--- src/rtl/psrc_cfg.svh ---
// constants of the power supervisor and regulator controller
`ifndef PSRC_CFG_SVH
`define PSRC_CFG_SVH
// register byte offsets
`define PSRC_OFF_MODE      8'h00
`define PSRC_OFF_INT       8'h04
`define PSRC_OFF_MASK      8'h08
`define PSRC_OFF_STATUS    8'h0C
// mode register fields
`define PSRC_MODE_DIS_BIT  0
`define PSRC_MODE_DCM_BIT  1
`define PSRC_MODE_PFM_BIT  2
`define PSRC_MODE_RST      3'h0
// interrupt and mask fields
`define PSRC_INT_MON_BIT   0
`define PSRC_INT_RST       1'h0
`define PSRC_MASK_RST      1'h0
// timing
`define PSRC_CLK_KHZ       125000
`define PSRC_REL_DELAY_US  4000
`define PSRC_REL_CYCLES    ((`PSRC_REL_DELAY_US * `PSRC_CLK_KHZ) / 1000)
// switching clock 1.229 MHz: half period in cycles, rounded down
`define PSRC_SW_HZ         1229000
`define PSRC_SW_HALF       ((`PSRC_CLK_KHZ * 1000) / (2 * `PSRC_SW_HZ))
`endif

--- src/rtl/psrc_pkg.sv ---
// types of the power supervisor and regulator controller
package psrc_pkg;
   typedef enum logic [1:0] {MODE_PWM, MODE_PFM, MODE_DCM, MODE_OFF}
      psrc_mode_t;
   typedef enum {ST_RESET, ST_WAIT, ST_RUN} psrc_state_t;
endpackage : psrc_pkg

--- src/rtl/psrc_ctrl.sv ---
// supervisor, reset line and buck regulator control with apb registers
`timescale 1ns/10ps
`include "psrc_cfg.svh"

module psrc_ctrl
   import psrc_pkg::*;
   #(
   parameter int unsigned REL_CYCLES = `PSRC_REL_CYCLES
   )
   (
   // clock and reset
   input  wire logic        clk,
   input  wire logic        nrst,
   input  wire logic        clkEn,
   // apb slave
   input  wire logic        psel,
   input  wire logic        penable,
   input  wire logic        pwrite,
   input  wire logic [7:0]  paddr,
   input  wire logic [31:0] pwdata,
   output logic      [31:0] prdata,
   output logic             pready,
   output logic             pslverr,
   // reset / power ok line, open drain
   input  wire logic        resetPowerOkLineIn,
   output logic             resetPowerOkLineOut,
   output logic             resetPowerOkLineOe,
   // analog comparator inputs
   input  wire logic        fieldSupplyOk,
   input  wire logic        fiveVoltRailOk,
   input  wire logic        outAbove95,
   input  wire logic        outAbove101,
   input  wire logic        outAbove103,
   input  wire logic        voltageMonitorLow,
   // regulator control, interrupt and chip reset
   output logic             regulatorEnable,
   output logic [1:0]       regulatorMode,
   output logic             switchNodeRun,
   output logic             switchClk,
   output logic             irq,
   output logic             chipReset
   );

   // two-flop synchronisers for all pin inputs
   logic [6:0] syncA_reg;
   logic [6:0] syncB_reg;
   always_ff @(posedge clk or negedge nrst)
   begin
      if (!nrst)
      begin
         syncA_reg <= 7'h00;
         syncB_reg <= 7'h00;
      end
      else if (clkEn)
      begin
         syncA_reg <= {resetPowerOkLineIn, fieldSupplyOk, fiveVoltRailOk,
                       outAbove95, outAbove101, outAbove103,
                       voltageMonitorLow};
         syncB_reg <= syncA_reg;
      end
   end
   logic lineHigh, v24Ok, v5Ok, ok95, ok101, ok103, monLow;
   assign {lineHigh, v24Ok, v5Ok, ok95, ok101, ok103, monLow} = syncB_reg;

   // registers and supervisor state
   logic [2:0]  mode_reg, mode_next;
   logic        monFlag_reg, monFlag_next;
   logic        mask_reg, mask_next;
   psrc_state_t state_reg, state_next;
   logic [31:0] cnt_reg, cnt_next;
   logic        soft_reg, soft_next;
   logic        pfmStop_reg, pfmStop_next;
   logic        drvLow_reg, drvLow_next;
   logic [31:0] rdata_reg, rdata_next;
   logic        err_reg, err_next;
   logic        longWait_reg, longWait_next;

   logic access, wr, rd, suppliesOk, regOff, hit, held;
   assign access = psel && penable;
   assign wr = access && pwrite;
   assign rd = access && !pwrite;
   assign regOff = mode_reg[`PSRC_MODE_DIS_BIT];
   // buck below 95% only counts while regulator is on
   assign suppliesOk = v24Ok && v5Ok && (regOff || ok95);
   assign hit = (paddr == `PSRC_OFF_MODE) || (paddr == `PSRC_OFF_INT)
             || (paddr == `PSRC_OFF_MASK) || (paddr == `PSRC_OFF_STATUS);
   // line low while we do not pull it: someone outside holds it
   assign held = !lineHigh && !drvLow_reg;

   // next state of supervisor, registers and apb answer
   always_comb
   begin
      state_next   = state_reg;
      cnt_next     = cnt_reg;
      mode_next    = mode_reg;
      mask_next    = mask_reg;
      monFlag_next = monFlag_reg;
      soft_next    = soft_reg;
      pfmStop_next = pfmStop_reg;
      rdata_next   = rdata_reg;
      err_next     = 1'b0;
      longWait_next = longWait_reg;
      drvLow_next   = drvLow_reg;
      // run is entered only once the line is seen high, so the
      // synchroniser delay after our own release is never taken
      // for an outside reset
      unique case (state_reg)
         ST_RESET:
         begin
            // undervoltage keeps the line pulled low
            drvLow_next = 1'b1;
            if (suppliesOk)
            begin
               state_next = ST_WAIT;
               cnt_next   = 32'h0000_0000;
            end
         end
         ST_WAIT:
         begin
            if (!suppliesOk)
            begin
               // any invalid supply restarts the count
               state_next    = ST_RESET;
               longWait_next = 1'b1;
               drvLow_next   = 1'b1;
            end
            else if (drvLow_reg)
            begin
               // release at once, or after the delay if longWait_reg is set, with supplies valid
               if (!longWait_reg || cnt_reg >= REL_CYCLES - 1)
               begin
                  longWait_next = 1'b0;
                  drvLow_next   = 1'b0;
               end
               else
                  cnt_next = cnt_reg + 32'h0000_0001;
            end
            else if (lineHigh)
            begin
               // disabled regulator waits the full delay
               // limitation: the released line is free for a few
               // cycles before we pull it again for the delay
               if (longWait_reg)
               begin
                  cnt_next    = 32'h0000_0000;
                  drvLow_next = 1'b1;
               end
               else
                  state_next = ST_RUN;
            end
         end
         ST_RUN:
         begin
            if (!suppliesOk)
            begin
               state_next    = ST_RESET;
               longWait_next = 1'b1;
               drvLow_next   = 1'b1;
            end
            else if (held)
            begin
               // external low line forces wait state and chip reset
               state_next    = ST_WAIT;
               longWait_next = regOff;
            end
         end
      endcase
      // soft start ends when the output reaches 95%
      if (!v24Ok || regOff)
         soft_next = 1'b1;
      else if (ok95)
         soft_next = 1'b0;
      // pfm hysteresis between 103% and 101%
      if (ok103)
         pfmStop_next = 1'b1;
      else if (!ok101)
         pfmStop_next = 1'b0;
      // reads and errors answer in every state; writes outside run are overridden by the reset defaults
      if (rd)
      begin
         rdata_next = 32'h0000_0000;
         unique case (paddr)
            `PSRC_OFF_MODE:   rdata_next[2:0] = mode_reg;
            `PSRC_OFF_INT:    rdata_next[0] = monFlag_reg;
            `PSRC_OFF_MASK:   rdata_next[0] = mask_reg;
            `PSRC_OFF_STATUS: rdata_next[3:0] = {soft_reg, monLow,
                                                 suppliesOk, chipReset};
            default:          rdata_next = 32'h0000_0000;
         endcase
      end
      err_next = access && !hit;
      if (wr && paddr == `PSRC_OFF_MODE)
         mode_next = pwdata[2:0];
      if (wr && paddr == `PSRC_OFF_MASK)
         mask_next = pwdata[0];
      // read clears only with the input above threshold
      // write one also clears a gone cause
      if (((rd && paddr == `PSRC_OFF_INT)
           || (wr && paddr == `PSRC_OFF_INT && pwdata[0])) && !monLow)
         monFlag_next = 1'b0;
      // low monitor sets the flag, set wins
      if (monLow)
         monFlag_next = 1'b1;
      // held in reset, registers return to defaults
      if (state_reg != ST_RUN || held)
      begin
         mode_next    = `PSRC_MODE_RST;
         mask_next    = `PSRC_MASK_RST;
         monFlag_next = `PSRC_INT_RST;
      end
   end

   // register stage
   always_ff @(posedge clk or negedge nrst)
   begin
      if (!nrst)
      begin
         state_reg   <= ST_RESET;
         cnt_reg     <= 32'h0000_0000;
         mode_reg    <= `PSRC_MODE_RST;
         mask_reg    <= `PSRC_MASK_RST;
         monFlag_reg <= `PSRC_INT_RST;
         soft_reg    <= 1'b1;
         pfmStop_reg <= 1'b0;
         drvLow_reg  <= 1'b1;
         longWait_reg <= 1'b0;
         rdata_reg   <= 32'h0000_0000;
         err_reg     <= 1'b0;
      end
      else if (clkEn)
      begin
         state_reg   <= state_next;
         cnt_reg     <= cnt_next;
         mode_reg    <= mode_next;
         mask_reg    <= mask_next;
         monFlag_reg <= monFlag_next;
         soft_reg    <= soft_next;
         pfmStop_reg <= pfmStop_next;
         drvLow_reg  <= drvLow_next;
         longWait_reg <= longWait_next;
         rdata_reg   <= rdata_next;
         err_reg     <= err_next;
      end
   end

   // switching clock divider
   logic [7:0] div_reg, div_next;
   logic       sw_reg, sw_next;
   always_comb
   begin
      div_next = div_reg + 8'h01;
      sw_next  = sw_reg;
      // toggle each half period of 1.229 MHz
      if (div_reg >= 8'(`PSRC_SW_HALF - 1))
      begin
         div_next = 8'h00;
         sw_next  = !sw_reg;
      end
   end
   always_ff @(posedge clk or negedge nrst)
   begin
      if (!nrst)
      begin
         div_reg <= 8'h00;
         sw_reg  <= 1'b0;
      end
      else if (clkEn)
      begin
         div_reg <= div_next;
         sw_reg  <= sw_next;
      end
   end

   // outputs; pready fixed high, answer registered one cycle after the access
   assign pready  = 1'b1;
   assign prdata  = rdata_reg;
   assign pslverr = err_reg;
   assign resetPowerOkLineOut = 1'b0;
   // enable low means the pin is pulled low
   assign resetPowerOkLineOe = !drvLow_reg;
   assign chipReset = state_reg != ST_RUN;
   // disable bit turns the regulator off
   assign regulatorEnable = !regOff && v24Ok;
   // unmasked flag drives the level interrupt
   assign irq = monFlag_reg && !mask_reg;
   // dcm over pfm over pwm; dcm in soft start
   assign regulatorMode = !regulatorEnable ? MODE_OFF
      : (soft_reg || mode_reg[`PSRC_MODE_DCM_BIT]) ? MODE_DCM
      : mode_reg[`PSRC_MODE_PFM_BIT] ? MODE_PFM : MODE_PWM;
   assign switchNodeRun = regulatorEnable
      && !(regulatorMode == MODE_PFM && pfmStop_reg);
   assign switchClk = sw_reg && switchNodeRun;

endmodule : psrc_ctrl

--- config.mk ---
export PLATFORM = sky130hd
export DESIGN_NAME = psrc_ctrl
export DESIGN_NICKNAME = d
export VERILOG_FILES = /design/src/rtl/psrc_pkg.sv /design/src/rtl/psrc_ctrl.sv
export VERILOG_INCLUDE_DIRS = /design/src /design/src/rtl
export SDC_FILE = /design/constraint.sdc
export NUM_CORES = 1
export LEC_CHECK = 0
export ABC_AREA = 0
export BUFFER_PORTS_ARGS = -buffer_cell sky130_fd_sc_hd__buf_2
export CELL_PAD_IN_SITES_DETAIL_PLACEMENT = 1
export CELL_PAD_IN_SITES_GLOBAL_PLACEMENT = 1
export CORE_ASPECT_RATIO = 1.75
export CORE_MARGIN = 8
export CORE_UTILIZATION = 44
export CTS_CLUSTER_SIZE = 8
export DETAILED_ROUTE_END_ITERATION = 12
export GPL_TIMING_DRIVEN = 0
export PLACE_DENSITY = 0.95
export SYNTH_ARGS = -nofsm -noshare
export SYNTH_HDL_FRONTEND = slang
export SYNTH_SLANG_ARGS = --single-unit
--- constraint.sdc ---
create_clock -name clk -period 4.2 [get_ports clk]
set_input_delay 0.21 -clock clk [delete_from_list [all_inputs] [get_ports clk]]
set_output_delay 0.21 -clock clk [all_outputs]
set_load 0.01 [all_outputs]
# [Yosys cells after proc, flatten, opt, wreduce, memory -nomap -nowiden]
# Index checks and enable logic that the tools add are counted.
[totals] ff_bits=101 latchBits=0 ram_bits=0 mem_bits_ro=0 input_bits=53 output_inout_bits=43 elab_cells=142 memories=0
[classes] addsub=2 mul=0 n_div=0 order_cmp=2 n_eq_ne=20 shift=0 n_mux=46 bitwise=0 n_reduce_logical=57
[op_table] op="$mux W32" count=13
[op_table] op="$pmux W32 S3" count=1
[op_table] op="$pmux W32 S2" count=1
[op_table] op="$add A32 B1 Y32 const B" count=1
[op_table] op="$eq A32 B1 Y1 const B" count=1
[op_table] op="$eq A32 B2 Y1 const B" count=1
[op_table] op="$ge A32 B19 Y1 const B" count=1
[op_table] op="$logic_not A32 Y1" count=1
[op_table] op="$ne A32 B3 Y1 const B" count=1
[op_table] op="$ne A3 B3 Y1 const B" count=9
[op_table] op="$mux W1" count=22
[op_table] op="$logic_and A1 B1 Y1" count=18
[op_table] op="$eq A8 B4 Y1 const B" count=2
[op_table] op="$reduce_and A2 Y1" count=8
[op_table] op="$logic_not A1 Y1" count=11
[op_table] op="$reduce_bool A2 Y1" count=5
[op_table] op="$logic_or A1 B1 Y1" count=9
[op_table] op="$add A8 B1 Y8 const B" count=1
[op_table] op="$eq A8 B3 Y1 const B" count=1
[op_table] op="$ge A8 B6 Y1 const B" count=1
[op_table] op="$logic_not A8 Y1" count=1
[op_table] op="$mux W8" count=1
[op_table] op="$ne A2 B2 Y1 const B" count=4
[op_table] op="$reduce_and A7 Y1" count=1
[op_table] op="other kinds (10)" count=12

# [Logic depth before layout (Yosys ltp)]
# Gate-level depths: netlist of run 1.
[depth] word_depth=9 ltp_mapped=7 mapped_depth_nobuf=7

# [Worst setup path before layout of run 1]
# No wires, ideal clock.
[synth_timing] path_kind="register to register" start="reg cnt_reg[0]" end="reg cnt_reg[5]" setup_ps=82 arrival_time_ps=1875 required_time_ps=4118 setup_slack_ps=2243 path_stages_with_launch=8 path_buffers=1 period_less_slack_ps=1957 path_cell_list="dfrtp_1 > ha_1 > and4_1 > o211ai_1 > a2111oi_4 > nor2_2 > buf_6 > a31oi_1"
[synth_via] elab_chain_len=5 elab_cells_between_ends=9 cone_classes="add/sub (1); order compare (1); eq/ne (1); mux (4); reduce/logical (2)"
[synth_rtl] item="start, declared" line="psrc_ctrl.sv:70" rtl="logic [31:0] cnt_reg, cnt_next;"
[synth_rtl] item="start signal, assigned" line="psrc_ctrl.sv:233" rtl="cnt_reg <= cnt_next;"
[synth_rtl] item="$add A32 B1 Y32" line="psrc_ctrl.sv:136" rtl="cnt_next = cnt_reg + 32'h0000_0001;"
[synth_rtl] item="$mux W32" line="psrc_ctrl.sv:130" rtl="if (!longWait_reg || cnt_reg >= REL_CYCLES - 1)"
[synth_rtl] item="$mux W32" line="psrc_ctrl.sv:127" rtl="else if (drvLow_reg)"
[synth_rtl] item="$mux W32" line="psrc_ctrl.sv:120" rtl="if (!suppliesOk)"
[synth_rtl] item="$pmux W32 S2" line="psrc_ctrl.sv:107" rtl="unique case (state_reg)"
# Parallel ways exist; a longest one is shown, timed or not. The select of a mux whose other input is x is not followed.
# A chain may end at the register's enable or synchronous reset.

# [Final worst setup path of run 1]
[layout_timing] start="reg state_reg[0]" end="reg cnt_reg[14]"
[layout_via] elab_chain_len=3 elab_cells_between_ends=10 cone_classes="eq/ne (6); mux (1); reduce/logical (3)"
[layout_rtl] item="start, declared" line="psrc_ctrl.sv:69" rtl="psrc_state_t state_reg, state_next;"
[layout_rtl] item="start signal, assigned" line="psrc_ctrl.sv:232" rtl="state_reg <= state_next;"
[layout_rtl] item="$eq A32 B1 Y1 / $logic_not A32 Y1 (equally long branches)" line="psrc_ctrl.sv:107"
[layout_rtl] item="$ne A3 B3 Y1 (no line) (tied with other cells)"
[layout_rtl] item="$reduce_and A7 Y1 (no line)"
# Parallel ways exist; a longest one is shown, timed or not.

==> flow_metrics.py, run 1 <==
metrics = {
    "outcome": {
        "outcome": "finished clean",
    },
    "power_and_ir_drop": {
        "pwr-share-comb": 0.160,
        "ir_drop_mv": 0.252,
        "swShare": 0.294,
        "cellPowerDensity_nw_per_um2": 429,
        "pwr-share-clk": 0.407,
        "switchingPower_uw": 569,
        "seqPwrFrac": 0.433,
        "p_int_mw": 1.37,
        "p_leak_nw": 2.06,
    },
    "cts": {
        "clockRootBuffer": "clkbuf_16",
        "clock_path_buffers": 2,
        "cts_setup_buffers": 0,
        "htree_levels": 3,
        "tritoncts": "built",
        "clk_pin_slew_ps": 60,
        "cts_resized": 0,
        "worst_skew_pair.late_latency_ps": 340,
        "ctsHoldBuffers": 0,
        "cts_buffers": 9,
        "numClockSinks": 71,
    },
    "setup_path": {
        "slowest_stage": "clkbuf_1",
        "cp-end-kind": "flip-flop",
        "startpoint": "state_reg[0]$_DFFE_PN0P_",
        "arrival_ps": 2840,
        "critical_path_class": "reg2reg",
        "crit_required_ps": 4440,
        "critPathLaunchType": "flip-flop",
        "cp_slowest_stage_delay_ps": 490,
        "rr_startpoint": "state_reg[0]$_DFFE_PN0P_",
        "critPathMostFrequentCell": "a31oi_1",
        "path_cells": "nor2b_1 -> nand2_1 -> nor3_1 -> clkbuf_1 -> a31oi_1 -> a31oi_1",
        "cp_max_fo": 10,
    },
    "yosys": {
        "yosysTopAreaCell": "dfrtp_1",
        "synthSimpleGateAreaFrac": 0.195,
        "seq_area_frac_synth": 0.472,
        "synth_fa_ha_area_frac": 0.0133,
        "synth_top_cell_area_share": 0.458,
        "synthArstFlopShare": 1.00,
        "syn_inst": 372,
        "synth_edf_count": 0,
        "avgSynthCellArea_um2": 10.1,
        "syn-cell-area_um2": 3770,
        "synth_seq_cells": 71,
        "synth-main-ff-cell": "dfrtp_1",
        "synth_compound_area_frac": 0.179,
        "synthMuxAreaShare": 0.0504,
        "ys_types": 55,
        "synth_xor_area_frac": 0.00232,
        "synth_area_leaders": "dfrtp_1 (46%), buf_4 (6.0%), mux2_2 (4.2%), o21ai_0 (3.2%), nand2_1 (3.2%)",
        "yosys_warnings": 0,
        "synth_top_family_by_area": "simple AND/OR/NAND/NOR gates",
    },
    "grt": {
        "grt_max_degree": 72,
        "grt_pass1_vias": 3756,
        "gr-usage-all-layers": 0.207,
        "antenna_found_initial": 0,
        "grt_pass1_wl_um": 19400,
        "overflow": 0,
    },
    "timing": {
        "slew_headroom": 0.377,
        "setup_viol": 0,
        "finalClockSkew_ps": 7.19,
        "hold_viol": 0,
        "tightest_slew_ps": 925,
        "timing.hold.ws_ps": 4.60,
        "rsz0062_at_grt": "no",
        "maxSlewViolCount": 0,
        "min_period_over_period": 0.619,
        "setup_tns_ps": 0,
        "period_needed_ps": 2600,
        "max_freq_ghz": 0.385,
    },
    "final_layout": {
        "synthToLayoutAreaGrowth_pct": 19.7,
        "largest_register_ffs": 32,
        "fin_nets": 504,
        "drive_gt1_frac": 0.248,
        "diodes": 0,
    },
    "route": {
        "routed_wl_um": 11900,
        "drc_errors": 0,
        "drtPass1Iterations": 5,
        "first_iter_violations": 240,
        "drt-wirelength-per-cell_um": 21.1,
        "viasPerCell": 5.88,
        "ant_nets": 0,
        "via_count": 3336,
    },
    "floorplanning": {
        "row_count": 44,
        "fp.coreArea_um2": 8310,
        "die_h_um": 138,
        "die_x_um": 86.0,
        "dieArea_um2": 11900,
        "start_util": 0.454,
        "io_pins": 96,
    },
    "place": {
        "place_hpwl_um": 7820,
        "port_buffers": 36,
        "globalplace.congestion": 0.876,
    },
    "worst_hold_path": {
        "hold_class": "in2async",
    },
    "run": {
        "max-cap-violations": 0,
    },
}
-- placed cells by master, fill, tap and decap left out, drive strengths merged, types with 3 or more instances in the layout --
cell type	instances
buf	71
dfrtp	69
nand2	32
conb	30
o21ai	24
a31oi	22
nor2b	18
nand3	18
clkbuf	18
nor2	15
mux2	14
nand2b	12
a21oi	10
o31ai	10
inv	9
nor4	8
and3	6
a22o	6
nand4	5
and4	4
nor3	4
ha	4
a22oi	3
o211ai	3
-- power by group through the flow --
stage / combinational [mW] / clock, mW / sequential, mW
2_1_floorplan: 0.202 / 0 / 0.815
3_3_place_gp: 0.266 / 0 / 0.834
3_5_place_dp: 0.296 / 0 / 0.843
4_1_cts: 0.309 / 0.797 / 0.835
5_1_grt: 0.341 / 0.823 / 0.847
6_report: 0.310 / 0.788 / 0.839
-- layer usage --
metal  global-route usage  share of wire  vias to the layer above
met5                    0              0                        -
met4                0.132          0.045                        0
met3               0.0599          0.061                       49
met2                0.371           0.54                      155
met1                0.196           0.35                     1672
li1                     -              -                     1460
-- cell families after synthesis --
logic type                 Yosys count
xor gates and xnor gates             1
and+or+nand+nor                    134
muxes                               16
DFF                                 71
buffers and inverters               50
adders and majority gates            4
other                                2
AOI/OAI and AO/OA                   94
-- metrics by stage --
step | setup slack [ps] | power, mW | instance area, um^2 | std cells | util
after floorplan | 2240 | 1.02 | 3880 | 400 | -
after global placement | 1870 | 1.10 | 4200 | 551 | 0.505
after detailed placement | 1750 | 1.14 | 4200 | 551 | 0.506
after CTS | 1700 | 1.94 | 4510 | 567 | 0.543
after global routing | 1460 | 2.01 | 4510 | 567 | 0.543
final | 1600 | 1.94 | 4510 | 567 | 0.543
-- worst max-delay path: cells and delay by family (launching register included) --
| kind | cells | cell delay (ps) |
|---|---|---|
| flip-flops | 1 | 460 |
| AND/OR/NAND/NOR | 3 | 1110 |
| buffers and inverters | 1 | 490 |
| AO/OA/AOI/OAI | 2 | 430 |
-- synthesized netlist by cell type (all sizes together), types with 2 or more instances --
master   count
a2111oi      2
a21o         2
a21oi       10
a22o         6
a22oi        3
a311oi       2
a31oi       22
a41oi        2
and2         2
and3         6
and4         4
buf         35
clkbuf       6
conb         2
dfrtp       69
dfstp        2
ha           4
inv          9
mux2        14
nand2       32
nand2b      12
nand3       18
nand4        5
nand4b       2
nor2        15
nor2b       18
nor3         4
nor4         8
nor4b        2
o211ai       3
o21a         2
o21ai       24
o311ai       2
o31ai       10
or3          2
-- path summary, 6_finish.rpt --
check	cells after the start	endpoint	slack (ps)
worst min register to register	1	sw_reg$_DFFE_PN0P_	480
worst min-delay path	1	div_reg[4]$_DFFE_PN0P_	5
max in group asynchronous	1	cnt_reg[9]$_DFFE_PN0P_	3610
worst max register to register	6	cnt_reg[14]$_DFFE_PN0P_	1600
worst max-delay path	6	cnt_reg[14]$_DFFE_PN0P_	1600
min in group clk	2	syncA_reg[2]$_DFFE_PN0P_	110
-- layout make-up --
type	count	area [um^2]
well taps	115	144
inverters	9	33.8
clock inverters	4	53.8
multi-input cells	279	1770
clock buffers	12	256
repair buffers	36	183
flip-flops and latches	71	1780
plain buffers	41	290
fillers	946	3800
Note: power is estimated with default switching activity, not from simulation.
==> inputs of run 2 (changes only) <==
--- a/config.mk
+++ b/config.mk
@@ -6,17 +6,17 @@
 export SDC_FILE = /design/constraint.sdc
 export NUM_CORES = 1
 export LEC_CHECK = 0
-export ABC_AREA = 0
+export ABC_AREA = 1
 export BUFFER_PORTS_ARGS = -buffer_cell sky130_fd_sc_hd__buf_2
 export CELL_PAD_IN_SITES_DETAIL_PLACEMENT = 1
 export CELL_PAD_IN_SITES_GLOBAL_PLACEMENT = 1
 export CORE_ASPECT_RATIO = 1.75
 export CORE_MARGIN = 8
-export CORE_UTILIZATION = 44
+export CORE_UTILIZATION = 35
 export CTS_CLUSTER_SIZE = 8
 export DETAILED_ROUTE_END_ITERATION = 12
 export GPL_TIMING_DRIVEN = 0
-export PLACE_DENSITY = 0.95
+export PLACE_DENSITY = 0.86
 export SYNTH_ARGS = -nofsm -noshare
 export SYNTH_HDL_FRONTEND = slang
 export SYNTH_SLANG_ARGS = --single-unit
==> constraint.sdc (replaced) <==
create_clock -name clk -period 2.25 [get_ports clk]
set_input_delay 0.1125 -clock clk [delete_from_list [all_inputs] [get_ports clk]]
set_output_delay 0.1125 -clock clk [all_outputs]
set_load 0.01 [all_outputs]
==> run 2 against run 1 <==
Compared with the run above: clock power rose by 75%; worst setup slack got worse by 1300 ps; maximum frequency grew 33%; largest cell class unchanged; largest power group unchanged.
==> flow_metrics.py, run 2 <==
metrics = {
    "timing": {
        "max_freq_ghz": 0.511,
        "maxSlewViolCount": 0,
        "timing.hold.ws_ps": 42.9,
        "slew_headroom": 0.393,
        "rsz0062_at_grt": "no",
        "setup_viol": 0,
        "finalClockSkew_ps": 6.29,
        "min_period_over_period": 0.870,
        "hold_viol": 0,
        "period_needed_ps": 1960,
        "setup_tns_ps": 0,
        "tightest_slew_ps": 911,
        "fin_ws_ps": 292,
    },
    "setup_path": {
        "critical_path_class": "reg2reg",
        "cp-end-kind": "flip-flop",
        "rr_worst_depth": 10,
        "path_cells": "ha_1 -> nand2_1 -> nor2_1 -> nand2_1 -> nor2_2 -> nand3_1 -> nor3_1 -> nor2_1 -> nand3_1 -> nand2_1",
        "critPathMostFrequentCell": "nand2_1",
        "worstSetupPathDepth": 10,
        "critPathLaunchType": "flip-flop",
        "cp_max_fo": 7,
        "slowest_stage": "dfrtp_1",
        "cp_slowest_stage_delay_ps": 470,
        "crit_required_ps": 2470,
        "arrival_ps": 2180,
        "cp_top_family": "simple AND/OR/NAND/NOR gates",
        "cp_num_buf_inv": 0,
    },
    "cts": {
        "cts_buffers": 9,
        "ctsHoldBuffers": 8,
        "clockRootBuffer": "clkbuf_16",
        "numClockSinks": 71,
        "worst_skew_pair.late_latency_ps": 330,
        "clock_path_buffers": 2,
        "clk_pin_slew_ps": 50,
        "tritoncts": "built",
        "cts_setup_buffers": 0,
        "cts_resized": 0,
        "htree_levels": 3,
    },
    "yosys": {
        "synth_area_leaders": "dfrtp_1 (43%), nand2_1 (13%), buf_4 (6.2%), nor2_1 (6.0%), inv_1 (5.5%)",
        "synth.most_common_cell": "nand2_1",
        "seq_area_frac_synth": 0.444,
        "synth_edf_count": 0,
        "ys_top_cells_by_count": "nand2_1 (143), dfrtp_1 (69), nor2_1 (64)",
        "ys_types": 36,
        "syn_inst": 532,
        "yosys_warnings": 0,
        "synth-main-ff-cell": "dfrtp_1",
        "syn-cell-area_um2": 4010,
        "avgSynthCellArea_um2": 7.53,
        "yosysTopAreaCell": "dfrtp_1",
        "synth_top_cell_area_share": 0.431,
        "synth_seq_cells": 71,
        "synthArstFlopShare": 1.00,
    },
    "power_and_ir_drop": {
        "switchingPower_mw": 1.29,
        "cellPowerDensity_nw_per_um2": 827,
        "seqPwrFrac": 0.418,
        "pwr-share-clk": 0.345,
        "pwr-share-comb": 0.237,
        "p_int_mw": 2.70,
        "ir_drop_mv": 0.541,
        "p_total_mw": 3.99,
        "swShare": 0.322,
        "p_leak_nw": 2.49,
    },
    "final_layout": {
        "final_cells": 752,
        "largest_register_ffs": 32,
        "synthToLayoutAreaGrowth_pct": 20.4,
        "diodes": 0,
        "final_cell_mix": "nand2_1 (143), dfrtp_1 (69), nor2_1 (64), inv_1 (59), nand3_1 (39)",
        "mostFrequentLayoutCell": "nand2_1",
        "drive_gt1_frac": 0.169,
        "fin_nets": 672,
    },
    "grt": {
        "antenna_found_initial": 0,
        "grt_pass1_wl_um": 18600,
        "overflow": 0,
        "grt_pass1_vias": 4159,
        "grt_max_degree": 72,
        "gr-usage-all-layers": 0.148,
    },
    "place": {
        "dp.cells": 728,
        "place_hpwl_um": 8490,
        "port_buffers": 36,
        "globalplace.congestion": 0.864,
        "pre_cts_slack_ps": 327,
    },
    "floorplanning": {
        "die_h_um": 158,
        "row_count": 51,
        "die_x_um": 96.9,
        "fp.coreArea_um2": 11200,
        "io_pins": 96,
        "dieArea_um2": 15300,
        "start_util": 0.359,
    },
    "route": {
        "ant_nets": 0,
        "drt-wirelength-per-cell_um": 15.0,
        "drtPass1Iterations": 4,
        "drc_errors": 0,
        "routed_wl_um": 11300,
        "first_iter_violations": 138,
        "viasPerCell": 4.91,
        "via_count": 3695,
    },
    "outcome": {
        "outcome": "finished clean",
    },
    "worst_hold_path": {
        "hold_class": "in2reg",
        "holdPathStages": 3,
    },
    "run": {
        "max-cap-violations": 0,
    },
}
## run 2: cell count changes after synthesis, sizes merged, moves of 6 or more
| cell | delta |
|---|---|
| mux2 | -14 |
| nor3 | +11 |
| and3 | -6 |
| nand2b | -12 |
| nor2 | +50 |
| a22o | -6 |
| nand2 | +115 |
| o31ai | -8 |
| a31oi | -14 |
| inv | +55 |
| nor2b | -18 |
| nand3 | +22 |
| o21ai | +12 |
## run 2: final cells by class
| cell class | instances | area, um^2 |
|---|---|---|
| fill | 1402 | 6340 |
| sequential | 71 | 1780 |
| multi-input combinational | 382 | 1760 |
| buffer | 43 | 328 |
| timing repair buffer | 44 | 263 |
| clock buffer | 13 | 240 |
| inverter | 64 | 240 |
| tap | 132 | 165 |
| clock inverter | 3 | 43.8 |
## run 2: logic make-up (layout without fill, tap and decap cells)
kind of cell,Yosys count,after routing,synth area share
buf+inv,107,167,0.142
simple gates,281,281,0.298
compound gates,64,64,0.0947
xor+xnor,3,3,0.00656
other cells,2,30,0.00188
fa+ha+maj,4,4,0.0125
flops,71,71,0.444
## run 2: power by group through the flow
stage	combinational (mW)	sequential [mW]	clock [mW]
after floorplan	0.640	1.64	0
after global placement	0.859	1.67	0
after detailed placement	0.920	1.69	0
after CTS	0.947	1.67	1.41
after global routing	1.07	1.70	1.46
final	0.946	1.67	1.38
## run 2: worst paths after layout
check	from	to	slack, ps
max reg2reg	cnt_reg[0]$_DFFE_PN0P_	cnt_reg[18]$_DFFE_PN0P_	290
min	pwdata[2]	mode_reg[2]$_DFFE_PN0P_	40
max	cnt_reg[0]$_DFFE_PN0P_	cnt_reg[18]$_DFFE_PN0P_	290
max in group asynchronous	nrst	cnt_reg[4]$_DFFE_PN0P_	1190
min reg2reg	sw_reg$_DFFE_PN0P_	sw_reg$_DFFE_PN0P_	470
min in group asynchronous	nrst	cnt_reg[5]$_DFFE_PN0P_	450
## run 2: metrics by stage
stage,util,area [um^2]
after floorplan,-,4110
after global placement,0.399,4460
after detailed placement,0.399,4460
after CTS,0.432,4820
after global routing,0.432,4820
final,0.432,4820
## run 2: worst min-delay path: cells and delay by family
family / cells / cell delay (ps)
compound gates: 1 / 70
buf+inv: 2 / 140
## run 2: routing by layer
layer  vias up  part of all wire  GRT usage
met3        30             0.034     0.0333
met5         -                 0          0
met4         0             0.031     0.0796
li1       1793                 -          -
met2        76              0.59      0.304
met1      1796              0.35      0.126
==> inputs of run 3 (changes only) <==
--- a/config.mk
+++ b/config.mk
@@ -6,17 +6,18 @@
 export SDC_FILE = /design/constraint.sdc
 export NUM_CORES = 1
 export LEC_CHECK = 0
-export ABC_AREA = 1
 export BUFFER_PORTS_ARGS = -buffer_cell sky130_fd_sc_hd__buf_2
+export CAP_MARGIN = 20
 export CELL_PAD_IN_SITES_DETAIL_PLACEMENT = 1
 export CELL_PAD_IN_SITES_GLOBAL_PLACEMENT = 1
 export CORE_ASPECT_RATIO = 1.75
 export CORE_MARGIN = 8
-export CORE_UTILIZATION = 35
+export CORE_UTILIZATION = 38
+export CTS_BUF_LIST = sky130_fd_sc_hd__clkbuf_8
 export CTS_CLUSTER_SIZE = 8
 export DETAILED_ROUTE_END_ITERATION = 12
 export GPL_TIMING_DRIVEN = 0
-export PLACE_DENSITY = 0.86
+export PLACE_DENSITY = 0.88
 export SYNTH_ARGS = -nofsm -noshare
 export SYNTH_HDL_FRONTEND = slang
 export SYNTH_SLANG_ARGS = --single-unit
==> run 3 against run 2 <==
Compared with the run above: worst setup slack got worse by 240 ps; design area decreased by 3.1%; power decreased by 13%; combinational power decreased by 34%; register-to-register slack got worse by 240 ps; critical path type unchanged; critical endpoint is now div_reg[4]$_DFFE_PN0P_; largest power group unchanged.
==> flow_metrics.py, run 3 (synthesis gave the netlist of run 1 again) <==
metrics = {
    "floorplanning": {
        "start_util": 0.385,
        "die_h_um": 148,
        "dieArea_um2": 13500,
        "fp.coreArea_um2": 9790,
        "die_x_um": 91.3,
        "io_pins": 96,
        "row_count": 48,
    },
    "final_layout": {
        "diodes": 0,
        "drive_gt1_frac": 0.283,
        "num-fill-cells": 1095,
        "post-route-util": 0.477,
        "fin_nets": 519,
        "mostFrequentLayoutCell": "dfrtp_1",
        "final_cell_mix": "dfrtp_1 (69), buf_4 (37), buf_2 (36), nand2_1 (31), conb_1 (30)",
        "largest_register_ffs": 32,
        "final_cells": 592,
        "synthToLayoutAreaGrowth_pct": 23.9,
        "final_area_um2": 4670,
    },
    "route": {
        "drtPass1Iterations": 5,
        "ant_nets": 0,
        "viasPerCell": 5.57,
        "drc_errors": 0,
        "routed_wl_um": 11400,
        "first_iter_violations": 178,
        "via_count": 3300,
        "drt-wirelength-per-cell_um": 19.3,
    },
    "cts": {
        "worst_skew_pair.late_latency_ps": 370,
        "cts_buffers": 9,
        "clock_path_buffers": 2,
        "clockRootBuffer": "clkbuf_8",
        "tritoncts": "built",
        "clk_pin_slew_ps": 80,
        "htree_levels": 3,
        "numClockSinks": 71,
    },
    "outcome": {
        "outcome": "finished clean",
    },
    "timing": {
        "maxSlewViolCount": 0,
        "hold_viol": 0,
        "finalClockSkew_ps": 11.1,
        "period_needed_ps": 2200,
        "tightest_slew_ps": 918,
        "slew_headroom": 0.388,
        "setup_viol": 0,
        "max_freq_ghz": 0.454,
        "min_period_over_period": 0.978,
        "fin_ws_ps": 49.5,
    },
    "power_and_ir_drop": {
        "ir_drop_mv": 0.403,
        "p_total_mw": 3.46,
        "p_leak_nw": 2.12,
        "cellPowerDensity_nw_per_um2": 741,
    },
    "worst_hold_path": {
        "holdPathStages": 2,
        "hold_class": "in2reg",
    },
    "place": {
        "place_hpwl_um": 7770,
        "port_buffers": 36,
        "globalplace.congestion": 0.866,
        "placed_area_um2": 4220,
        "dp.cells": 561,
        "pre_cts_slack_ps": -208,
    },
    "setup_path": {
        "cp_max_fo": 6,
        "critPathLaunchType": "flip-flop",
        "rr_worst_depth": 8,
        "arrival_ps": 2470,
        "crit_required_ps": 2520,
        "critical_path_class": "reg2reg",
        "cp-end-kind": "flip-flop",
    },
    "grt": {
        "grt_pass1_wl_um": 18400,
        "grt_max_degree": 72,
        "grt_pass1_vias": 3671,
        "overflow": 0,
        "gr-usage-all-layers": 0.169,
        "antenna_found_initial": 0,
    },
    "run": {
        "max-cap-violations": 0,
    },
}
-- run 3: per-stage QoR --
step | hold slack [ps] | TNS (ps)
floorplan | -183 | 0
global placement | 350 | -1150
detailed placement | 293 | -3570
CTS | 6.00 | 0
global route | 13.5 | -95.8
finish | 9.98 | 0
-- run 3: layout make-up --
type | instances | area, um^2 | area share
tap | 125 | 156 | 0.0335
buffer | 40 | 288 | 0.0616
clock inverter | 7 | 120 | 0.0257
multi-input combinational | 279 | 1840 | 0.395
clock buffer | 9 | 124 | 0.0265
inverter | 9 | 33.8 | 0.00723
timing repair buffer | 52 | 328 | 0.0701
sequential | 71 | 1780 | 0.381
-- run 3: worst paths after layout --
| path | slack, ps | start | to |
|---|---|---|---|
| max | 50 | div_reg[1]$_DFFE_PN0P_ | div_reg[4]$_DFFE_PN0P_ |
| min | 10 | pwdata[1] | mode_reg[1]$_DFFE_PN0P_ |
| max reg2reg | 50 | div_reg[1]$_DFFE_PN0P_ | div_reg[4]$_DFFE_PN0P_ |
| min reg2reg | 490 | prdata[0]$_DFFE_PN0P_ | prdata[0]$_DFFE_PN0P_ |
| max in group asynchronous | 1230 | nrst | cnt_reg[9]$_DFFE_PN0P_ |
| min in group asynchronous | 400 | nrst | div_reg[2]$_DFFE_PN0P_ |
-- run 3: power breakdown --
| part | internal [mW] | leakage, nW | switching, mW |
|---|---|---|---|
| Combinational | 0.271 | 1.07 | 0.355 |
| Clock | 0.740 | 0.120 | 0.532 |
| Sequential | 1.40 | 0.929 | 0.166 |
-- run 3: critical path, stage by stage (launching register included) --
cell     delay, ps
dfrtp_1        430
inv_1          120
ha_1           200
or4b_1         470
a311o_1        360
buf_4          170
o21ai_1        180
nand2_1        100
o31ai_1         80
-- run 3: what timing repair did --
action | in CTS | in global routing
hold endpoints to repair | 78 | 0
buffers inserted | 3 | 3
endpoints found under the setup margin | 29 | 29
resized for setup | 6 | 11
gates cloned | 0 | 0
hold buffers | 10 | 0
pin swaps | 3 | 2
-- run 3: routing by layer --
metal / vias to the layer above / wire length [um] / global-route usage / share of wire
li1: 1484 / - / - / -
met3: 25 / 581 / 0.0457 / 0.051
met1: 1679 / 4340 / 0.172 / 0.38
met4: 0 / 359 / 0.0866 / 0.031
met5: - / 0 / 0 / 0
met2: 112 / 6130 / 0.308 / 0.54
